$ cat config.mk
export PLATFORM = sky130hd
export DESIGN_NAME = ssm_servo_top
export DESIGN_NICKNAME = d
export VERILOG_FILES = /design/src/design/ssm_pkg.sv /design/src/design/ssm_motor_mod.sv /design/src/design/ssm_servo_top.sv
export SDC_FILE = /design/constraint.sdc
export NUM_CORES = 1
export LEC_CHECK = 0
export BUFFER_PORTS_ARGS = -buffer_cell sky130_fd_sc_hd__buf_2
export CAP_MARGIN = 20
export CORE_ASPECT_RATIO = 1.4
export CORE_MARGIN = 2
export CORE_UTILIZATION = 57
export CTS_BUF_LIST = sky130_fd_sc_hd__clkbuf_2
export CTS_CLUSTER_SIZE = 10
export DETAILED_ROUTE_END_ITERATION = 8
export PLACE_DENSITY_LB_ADDON = 0.2
export REMOVE_ABC_BUFFERS = 1
export SYNTH_ARGS = -nofsm -noshare
export SYNTH_HDL_FRONTEND = slang
export SYNTH_SLANG_ARGS = --single-unit
$ cat constraint.sdc
create_clock -name i_clk -period 5.71 [get_ports i_clk]
set_input_delay 0.571 -clock i_clk [delete_from_list [all_inputs] [get_ports i_clk]]
set_output_delay 0.571 -clock i_clk [all_outputs]
set_load 0.02 [all_outputs]
$ cat src/design/ssm_pkg.sv
// constants and types shared by the spindle servo mode controller
// assumes a 40 MHz system clock and a 32-bit AXI4-Lite register bus
package ssm_pkg;
  // register byte addresses
  localparam logic [7:0] A_MODE    = 8'h00;
  localparam logic [7:0] A_OUTCFG  = 8'h04;
  localparam logic [7:0] A_LOOP    = 8'h08;
  localparam logic [7:0] A_STATUS  = 8'h0C;
  localparam logic [7:0] A_IRQ_ST  = 8'h10;
  localparam logic [7:0] A_IRQ_EN  = 8'h14;
  localparam logic [7:0] A_IRQ_CLR = 8'h18;
  localparam logic [7:0] A_DRIVE   = 8'h1C;
  // field positions
  localparam int F_AWU   = 3;
  localparam int F_PWM   = 2;
  localparam int F_BRAKE = 3;
  localparam int F_OSPD  = 4;
  localparam int F_F4    = 3;
  localparam int F_F3    = 5;
  localparam int F_HALT  = 3;
  localparam int F_SAT   = 4;
  localparam int F_PLAYI = 5;
  // irq bits
  localparam int IRQ_W    = 3;
  localparam int IRQ_JUMP = 0;
  localparam int IRQ_HALT = 1;
  localparam int IRQ_OVF  = 2;
  // axi responses
  localparam logic [1:0] RESP_OK  = 2'h0;
  localparam logic [1:0] RESP_ERR = 2'h2;
  // speed thresholds in percent of nominal
  localparam logic [7:0] PCT_JUMP = 8'h4B;
  localparam logic [7:0] PCT_BRK12 = 8'h0C;
  localparam logic [7:0] PCT_BRK6  = 8'h06;
  // drive levels: full, 75, 50 and 37 percent of full scale
  localparam logic [7:0] DRV_MAX = 8'h7F;
  localparam logic [7:0] LIM_TBL [4] = '{8'h7F, 8'h5F, 8'h3F, 8'h2F};
  // loop gains 3.2 .. 32 in 4 fractional bits, ascending codes
  localparam logic [9:0] GAIN_TBL [8] = '{10'h033, 10'h040, 10'h066, 10'h080,
                                          10'h0CD, 10'h100, 10'h19A, 10'h200};
  localparam int GAIN_FRAC = 4;
  localparam int INT_FRAC  = 4;
  localparam int INT_SHIFT_BASE = 3;
  localparam int LP_SHIFT_BASE  = 2;
  // servo sample period at n = 1
  localparam int CLK_MHZ        = 40;
  localparam int SERVO_TICK_US  = 100;
  localparam int SERVO_TICK_CYC = SERVO_TICK_US * CLK_MHZ;
  typedef enum logic [2:0] {
    M_START1 = 3'b000, M_START2 = 3'b001, M_JUMP  = 3'b010, M_JUMP1 = 3'b011,
    M_PLAY   = 3'b100, M_STOP1  = 3'b101, M_STOP2 = 3'b110, M_OFF   = 3'b111
  } ssm_mode_e;
endpackage

$ cat src/design/ssm_motor_mod.sv
// motor output modulator: pulse density or two-line pwm
// assumes a signed drive level held in a register of the same clock
`timescale 1ns/100ps
module ssm_motor_mod import ssm_pkg::*; #(
  parameter int W = 8
) (
  input  wire logic         i_clk,
  input  wire logic         i_rst_n,
  input  wire logic [W-1:0] i_drive,
  input  wire logic         i_pwm_mode,
  output logic              o_motor_drive_primary,
  output logic              o_motor_drive_secondary
);
  typedef struct packed {
    logic [W-1:0] acc;
    logic [W-1:0] cnt;
    logic         pri;
    logic         sec;
  } ssm_mod_s;
  ssm_mod_s st_reg, st_next;
  logic [W:0]   sum;
  logic [W-1:0] mag;
  logic         neg;

  always_comb begin
    st_next = st_reg;
    neg     = i_drive[W-1];
    mag     = neg ? W'(-i_drive) : i_drive;
    // offset binary so that zero drive gives half duty
    sum     = {1'b0, st_reg.acc} + {1'b0, ~i_drive[W-1], i_drive[W-2:0]};
    st_next.acc = sum[W-1:0];
    st_next.cnt = st_reg.cnt + W'(1);
    if (i_pwm_mode) begin
      // accelerate on primary, brake on secondary
      st_next.pri = !neg && (st_reg.cnt < mag);
      st_next.sec = neg && (st_reg.cnt < mag);
    end else begin
      st_next.pri = sum[W];
      st_next.sec = !sum[W];
    end
  end

  always_ff @(posedge i_clk or negedge i_rst_n) begin
    if (!i_rst_n) begin
      st_reg <= '0;
    end else begin
      st_reg <= st_next;
    end
  end

  assign o_motor_drive_primary   = st_reg.pri;
  assign o_motor_drive_secondary = st_reg.sec;
endmodule

$ cat src/design/ssm_servo_top.sv
// spindle motor servo mode controller with AXI4-Lite registers
// assumes speed and fifo error come from logic on i_clk; overflow is a pin
// Operation
// - one register picks mode and anti-windup
// - anti-windup holds integrator while drive saturates
// - start/stop drive fixed level, limited magnitude
// - limits are full, 75, 50, 37 percent
// - eight loop gains from 3.2 to 32
// - crossovers scale with overspeed, gain does not
// - play overflow resets fifo half, conceals
// - start 1: push, pll reset, no speed
// - start 2 goes to jump at 75 percent
// - jump: servo on, fifo held, integrator held
// - data mode keeps serial data unmuted in jump
// - jump 1 forces integrator to zero
// - play entry resets fifo then releases, unmutes
// - stop 1 brakes open loop, no decisions
// - stop 2 halts at 12/6 percent, off
// - density output, half duty idle, inverse pair
// - pwm: accelerate on primary, brake secondary
//
// Our own choices: the AXI4-Lite register port and the address map.
`timescale 1ns/100ps
module ssm_servo_top import ssm_pkg::*; #(
  parameter int DW = 8
) (
  input  wire logic          i_clk,
  input  wire logic          i_resetn,
  input  wire logic [7:0]    i_awaddr,
  input  wire logic          i_awvalid,
  output logic               o_awready,
  input  wire logic [31:0]   i_wdata,
  input  wire logic [3:0]    i_wstrb,
  input  wire logic          i_wvalid,
  output logic               o_wready,
  output logic [1:0]         o_bresp,
  output logic               o_bvalid,
  input  wire logic          i_bready,
  input  wire logic [7:0]    i_araddr,
  input  wire logic          i_arvalid,
  output logic               o_arready,
  output logic [31:0]        o_rdata,
  output logic [1:0]         o_rresp,
  output logic               o_rvalid,
  input  wire logic          i_rready,
  input  wire logic [7:0]    i_speed_pct,
  input  wire logic [DW-1:0] i_fifo_err,
  input  wire logic          i_fifo_overflow,
  input  wire logic          i_cdrom_mode,
  output logic               o_pll_reset,
  output logic               o_speed_valid,
  output logic               o_fifo_reset_half,
  output logic               o_conceal,
  output logic               o_audio_mute,
  output logic               o_serial_mute,
  output logic               o_spindle_halted_flag,
  output logic               o_motor_drive_primary,
  output logic               o_motor_drive_secondary,
  output logic               o_irq
);
  typedef struct packed {
    ssm_mode_e          mode;
    logic               awu;
    logic [1:0]         plim;
    logic               pwm;
    logic               brake6;
    logic [1:0]         ospd;
    logic [2:0]         gain;
    logic [1:0]         f4;
    logic [1:0]         f3;
    logic               halted;
    logic               play_init;
    logic               conceal;
    logic [IRQ_W-1:0]   irq_st;
    logic [IRQ_W-1:0]   irq_en;
    logic               ovf_s1;
    logic               ovf_s2;
    logic               ovf_d;
    logic [12:0]        tick_cnt;
    logic signed [15:0] integ;
    logic signed [7:0]  pfilt;
    logic signed [7:0]  drive;
    logic               sat;
    logic               bvalid;
    logic [1:0]         bresp;
    logic               rvalid;
    logic [1:0]         rresp;
    logic [31:0]        rdata;
  } ssm_state_s;

  ssm_state_s         st_reg, st_next;
  logic [1:0]         rst_sync;
  logic               rst_n;
  logic               wr_go, rd_go, wr_mode, ovf_rise, tick, closed, freeze;
  logic [7:0]         lim, brk_pct;
  logic [12:0]        tick_last;
  logic signed [7:0]  err;
  logic signed [19:0] prop, sum;
  logic signed [15:0] integ_step;
  logic signed [8:0]  lp_diff;
  logic [IRQ_W-1:0]   irq_set;

  function automatic logic [7:0] lim_of(input logic [1:0] code);
    lim_of = LIM_TBL[code];
  endfunction

  function automatic logic [9:0] gain_of(input logic [2:0] code);
    gain_of = GAIN_TBL[code];
  endfunction

  function automatic logic [31:0] zx8(input logic [7:0] v);
    zx8 = {24'h000000, v};
  endfunction

  // reset release through two flip-flops
  always_ff @(posedge i_clk or negedge i_resetn) begin
    if (!i_resetn) begin
      rst_sync <= 2'h0;
    end else begin
      rst_sync <= {rst_sync[0], 1'b1};
    end
  end
  assign rst_n = rst_sync[1];

  assign wr_go     = i_awvalid && i_wvalid && !st_reg.bvalid;
  assign rd_go     = i_arvalid && !st_reg.rvalid;
  assign wr_mode   = wr_go && i_wstrb[0] && (i_awaddr == A_MODE);
  assign ovf_rise  = st_reg.ovf_s2 && !st_reg.ovf_d;
  // sample rate scales with n, so crossovers do too
  assign tick_last = 13'(SERVO_TICK_CYC >> st_reg.ospd) - 13'h0001;
  assign tick      = (st_reg.tick_cnt >= tick_last);
  assign lim       = lim_of(st_reg.plim);
  assign brk_pct   = st_reg.brake6 ? PCT_BRK6 : PCT_BRK12;
  assign closed    = st_reg.mode inside {M_JUMP, M_JUMP1, M_PLAY};
  assign err       = i_fifo_err;
  assign prop      = (20'($signed(st_reg.pfilt)) * 20'($signed({1'b0, gain_of(st_reg.gain)})))
                     >>> GAIN_FRAC;
  assign sum       = prop + 20'(st_reg.integ >>> INT_FRAC);
  assign lp_diff   = 9'(err) - 9'(st_reg.pfilt);
  assign integ_step = 16'(err) >>> (INT_SHIFT_BASE - int'(st_reg.f4));
  // hold while the output is clipped with anti-windup on, and in jump
  assign freeze    = (st_reg.awu && st_reg.sat) || st_reg.mode == M_JUMP;

  always_comb begin
    st_next = st_reg;
    irq_set = '0;
    st_next.ovf_s1  = i_fifo_overflow;
    st_next.ovf_s2  = st_reg.ovf_s1;
    st_next.ovf_d   = st_reg.ovf_s2;
    st_next.tick_cnt = tick ? 13'h0000 : st_reg.tick_cnt + 13'h0001;
    st_next.play_init = 1'b0;
    st_next.conceal = 1'b0;

    // autonomous switch to jump at 75 percent
    if (st_reg.mode == M_START2 && i_speed_pct >= PCT_JUMP) begin
      st_next.mode = M_JUMP;
      irq_set[IRQ_JUMP] = 1'b1;
    end
    if (st_reg.mode == M_STOP2 && i_speed_pct <= brk_pct) begin
      st_next.mode   = M_OFF;
      st_next.halted = 1'b1;
      irq_set[IRQ_HALT] = 1'b1;
    end
    // overflow in play: conceal, fifo back to half
    if (st_reg.mode == M_PLAY && ovf_rise) begin
      st_next.conceal = 1'b1;
      irq_set[IRQ_OVF] = 1'b1;
    end

    // closed-loop servo update
    if (tick) begin
      st_next.pfilt = 8'(9'($signed(st_reg.pfilt)) + (lp_diff >>> (LP_SHIFT_BASE -
                        int'(st_reg.f3 == 2'h3 ? 2'h2 : st_reg.f3))));
      if (closed && !freeze) begin
        st_next.integ = st_reg.integ + integ_step;
      end
    end
    // jump 1 keeps integrator at zero
    if (st_reg.mode == M_JUMP1 || st_reg.mode == M_OFF) begin
      st_next.integ = '0;
    end

    st_next.sat = 1'b0;
    case (st_reg.mode)
      // open loop positive push; start 2 still switches to jump at 75 percent
      M_START1, M_START2: st_next.drive = $signed(lim);
      M_STOP1, M_STOP2:   st_next.drive = -$signed(lim);
      M_JUMP, M_JUMP1, M_PLAY: begin
        if (sum > $signed(20'(DRV_MAX))) begin
          st_next.drive = $signed(DRV_MAX);
          st_next.sat   = 1'b1;
        end else if (sum < -$signed(20'(DRV_MAX))) begin
          st_next.drive = -$signed(DRV_MAX);
          st_next.sat   = 1'b1;
        end else begin
          st_next.drive = 8'(sum);
        end
      end
      M_OFF:   st_next.drive = '0;
      default: st_next.drive = '0;
    endcase

    // write channel, address and data taken together
    if (wr_go) begin
      st_next.bvalid = 1'b1;
      st_next.bresp  = RESP_OK;
      if (i_wstrb[0]) begin
        case (i_awaddr)
          A_MODE: begin
            // mode and anti-windup from one register
            st_next.mode   = ssm_mode_e'(i_wdata[2:0]);
            st_next.awu    = i_wdata[F_AWU];
            st_next.halted = irq_set[IRQ_HALT];
            st_next.play_init = (ssm_mode_e'(i_wdata[2:0]) == M_PLAY) &&
                                (st_reg.mode != M_PLAY);
          end
          A_OUTCFG: begin
            st_next.plim   = i_wdata[1:0];
            st_next.pwm    = i_wdata[F_PWM];
            st_next.brake6 = i_wdata[F_BRAKE];
            st_next.ospd   = i_wdata[F_OSPD +: 2];
          end
          A_LOOP: begin
            st_next.gain = i_wdata[2:0];
            st_next.f4   = i_wdata[F_F4 +: 2];
            st_next.f3   = i_wdata[F_F3 +: 2];
          end
          A_IRQ_EN:  st_next.irq_en = i_wdata[IRQ_W-1:0];
          A_IRQ_CLR: st_next.irq_st = st_reg.irq_st & ~i_wdata[IRQ_W-1:0];
          A_STATUS, A_IRQ_ST, A_DRIVE: st_next.bresp = RESP_OK;
          default: st_next.bresp = RESP_ERR;
        endcase
      end
    end else if (st_reg.bvalid && i_bready) begin
      st_next.bvalid = 1'b0;
    end
    // set wins over clear
    st_next.irq_st = st_next.irq_st | irq_set;

    if (rd_go) begin
      st_next.rvalid = 1'b1;
      st_next.rresp  = RESP_OK;
      case (i_araddr)
        A_MODE:   st_next.rdata = zx8({4'h0, st_reg.awu, st_reg.mode});
        A_OUTCFG: st_next.rdata = zx8({2'h0, st_reg.ospd, st_reg.brake6, st_reg.pwm,
                                       st_reg.plim});
        A_LOOP:   st_next.rdata = zx8({1'b0, st_reg.f3, st_reg.f4, st_reg.gain});
        A_STATUS: st_next.rdata = zx8({2'h0, st_reg.play_init, st_reg.sat,
                                       st_reg.halted, st_reg.mode});
        A_IRQ_ST: st_next.rdata = zx8({5'h00, st_reg.irq_st});
        A_IRQ_EN: st_next.rdata = zx8({5'h00, st_reg.irq_en});
        A_IRQ_CLR: st_next.rdata = '0;
        A_DRIVE:  st_next.rdata = zx8(st_reg.drive);
        default: begin
          st_next.rdata = '0;
          st_next.rresp = RESP_ERR;
        end
      endcase
    end else if (st_reg.rvalid && i_rready) begin
      st_next.rvalid = 1'b0;
    end
  end

  always_ff @(posedge i_clk or negedge rst_n) begin
    if (!rst_n) begin
      st_reg      <= '0;
      st_reg.mode <= M_OFF;
    end else begin
      st_reg <= st_next;
    end
  end

  ssm_motor_mod #(.W(DW)) u_mod (
    .i_clk                   (i_clk),
    .i_rst_n                 (rst_n),
    .i_drive                 (st_reg.drive),
    .i_pwm_mode              (st_reg.pwm),
    .o_motor_drive_primary   (o_motor_drive_primary),
    .o_motor_drive_secondary (o_motor_drive_secondary)
  );

  assign o_awready = wr_go;
  assign o_wready  = wr_go;
  assign o_bvalid  = st_reg.bvalid;
  assign o_bresp   = st_reg.bresp;
  assign o_arready = rd_go;
  assign o_rvalid  = st_reg.rvalid;
  assign o_rresp   = st_reg.rresp;
  assign o_rdata   = st_reg.rdata;
  // pll held, speed info withheld in start 1
  assign o_pll_reset   = st_reg.mode == M_START1;
  assign o_speed_valid = st_reg.mode != M_START1;
  // fifo held at half in both jump modes
  assign o_fifo_reset_half = st_reg.mode == M_JUMP || st_reg.mode == M_JUMP1 ||
                             st_reg.play_init || st_reg.conceal;
  assign o_conceal     = st_reg.conceal;
  assign o_audio_mute  = st_reg.mode != M_PLAY;
  // data modes keep serial data in jump
  assign o_serial_mute = o_audio_mute &&
                         !(i_cdrom_mode && (st_reg.mode inside {M_JUMP, M_JUMP1}));
  assign o_spindle_halted_flag = st_reg.halted;
  assign o_irq = |(st_reg.irq_st & st_reg.irq_en);
endmodule

==> results.yml <==
status:
  status: "finished, violations left"
  violations: "setup timing"
yosys:
  synthesis.instances: 1231
  syn_area_per_cell_sq_um: 8.811
  synthMuxAreaShare_pct: 4.118
  ys_seq_area_share_pct: 24.72
  yosys-top-cells-area: "dfrtp_1 (24%), ha_1 (15%), fa_1 (9.8%)"
  synth_cell_types: 72
  synthXorXnorAreaFrac_pct: 6.056
  synth_top_family_by_area: "adder cells"
  yosysTopAreaCell: "dfrtp_1"
  ys_seq_elements: 107
  yosys_warnings: 0
  synth_compound_area_share_pct: 15.49
  synth_ff_type: "dfrtp_1"
  synth-edff-count: 0
  synth_simple_gate_area_share_pct: 16.81
  synthAdderAreaFrac_pct: 24.78
  yosysTopAreaCellShare_pct: 23.99
  syn_area_sq_um: 10850
  async_reset_ff_share_pct: 100.0
timing:
  fin_setup_tns_ns: -11.57
  max-slew-margin-rel_pct: 32.27
  worstMarginPinSlew_ns: 1.016
  fin_skew_ns: 0.04885
  slew_violations: 0
  fmax_ghz: 0.1401
  fin_hold_ws_ns: 0.04875
  rsz0062_at_grt: "true"
  setup_slack_ns: -1.428
  fin_crit_sh_pct: 125.0
  setup_viol_count_final: 9
  final_hold_viol_count: 0
  fin_crit_ns: 7.138
critical_path:
  worst-r2r-cell-count: 30
  slowest_stage: "or4_4"
  reg2reg_to: "st_reg[39]"
  cp.arrival_ns: 7.74
  cp_max_fo: 5
  cpLargestDelayFamily: "adder cells"
  criticalPathCategory: "reg2reg"
  r2r_slack_ns: -1.43
  timing.rr.start: "st_reg[101]"
  end_kind: "flip-flop"
  slowest_delay_ns: 0.56
  crit_required_ns: 6.31
  cpMostUsedCell: "fa_1"
  cp-start-kind: "flip-flop"
  path_buf_inv: 6
route:
  wl_um: 27790
  drt_iter0_markers: 554
  dr.pass1.iters: 7
  post_drt_wl_per_cell_um: 16.54
  vias_per_cell: 5.630
  vias: 9458
  drcViolationCount: 0
  final_antenna_net_count: 0
floorplanning:
  dieArea_sq_um: 20160
  floorplan.die.width_um: 120.6
  die_h_um: 167.2
  rows: 59
  start_util_pct: 58.31
  core_sq_um: 18600
  top_level_ports: 128
final_layout:
  final_common_cell: "buf_4"
  fillCellCount: 1475
  stdcell_area_sq_um: 13050
  num-nets-final: 1690
  drive_above_1_share_pct: 25.23
  syn2layout_area_growth_pct: 20.35
  largest_reg_flops: 71
  layout_common_cells: "buf_4 (131), inv_1 (119), nand2_1 (119), ha_1 (119), dfrtp_1 (102)"
  utilization_pct: 70.17
placed_design:
  dpl_cell_area_sq_um: 12130
  port_buffers: 73
  hpwl_um: 21710
  routabilityCongestion: 0.9679
global_route:
  grt_overflow: 0
  grt_first_pass_wirelength_um: 44920
  grt_start_max_net_pins: 73
  antenna_found_initial: 1
  grt_usage_pct: 27.75
  grt_pass1_vias: 9654
clock_network:
  cts-root-buf: "clkbuf_2"
  cts.sinks: 107
  clock_latency_ns: 0.66
  cts_inserted_buffers: 9
  cts_buffer_depth: 2
  tritoncts: "yes"
  htreeDepth: 3
  path_clk_slew_ns: 0.35
pwr:
  power.density_nw_per_um2: 229.4
  peakVddDrop_v: 0.0001515
  power_mw: 2.995
  p_leak_nw: 6.686
hold_path:
  hp-start: "i_rready"
  whs_path_depth: 2
  min_to: "o_rvalid"
  hold_path.class: "in2reg"
run:
  maxCapViolCount: 0
==> worst max path at each step <==
stage,startpoint,endpoint,slack (ns),cells after the start
final,st_reg[101],st_reg[39],-1.43,30
after global routing,st_reg[100],st_reg[39],-1.68,31
after CTS,st_reg[101],st_reg[42],-1.36,28
after detailed placement,st_reg[101],st_reg[39],-1.80,28
after global placement,st_reg[100],st_reg[39],-1.63,33
after floorplan,st_reg[100],st_reg[39],-1.89,28
==> cell usage after synthesis (10+ instances only) <==
cell type,count
a21oi_1,56
a31oi_1,17
inv_1,129
and2_1,14
nand3_1,28
dfrtp_1,104
xnor2_1,46
nor2b_1,19
or3_1,10
o21bai_1,11
ha_1,130
a211oi_1,10
mux2_2,21
o21ai_0,74
buf_4,37
mux2i_1,12
nand2_1,122
nor2_1,81
clkbuf_1,26
nand2b_1,20
a21o_1,22
xor2_1,29
fa_1,53
nor3_1,27
and3_1,24
==> layout make-up <==
cell class	instances	area, sq um	share of cell area (%)
antenna	1	2.502	0.01917
inverter	129	484.2	3.709
timing repair buffer	226	1589	12.17
multi-input combinational	957	7878	60.35
sequential	107	2686	20.58
tap	244	305.3	2.339
clock buffer	10	50.05	0.3834
clock inverter	6	58.81	0.4505
==> cells by family after synthesis <==
group | count (synthesis)
AO/OA/AOI/OAI | 258
XOR/XNOR | 75
adder cells (fa/ha/maj) | 183
buffers and inverters | 193
flip-flops | 107
multiplexers | 37
other | 2
AND/OR/NAND/NOR | 376
==> power by group <==
group	internal (mW)	switching, mW	leakage [nW]
logic	0.849	0.882	5.26
clock network	0.0697	0.297	0.0663
registers	0.828	0.0691	1.36
total	1.75	1.25	6.69
==> repair_timing <==
action	in CTS	in global routing
hold buffers	3	0
resized for setup	91	31
buffers inserted	26	7
endpoints found under the hold margin	4	0
endpoints found under the setup margin	9	9
pin swaps	73	32
==> stage by stage <==
stage               instances  setup slack (ns)
detailed placement       1628            -1.799
floorplan                1193            -1.893
global route             1680            -1.684
finish                   1680            -1.428
CTS                      1672            -1.356
global placement         1628            -1.627
==> routing by layer <==
| layer | wire length [um] | up-vias | track usage (%) |
|---|---|---|---|
| li1 | - | 4589 | - |
| met1 | 10770 | 4586 | 30.90 |
| met2 | 15010 | 215 | 52.25 |
| met3 | 868 | 68 | 2.520 |
| met4 | 1136 | 0 | 13.14 |
| met5 | 0 | - | 0 |
Note: power is estimated with default switching activity, not from simulation.
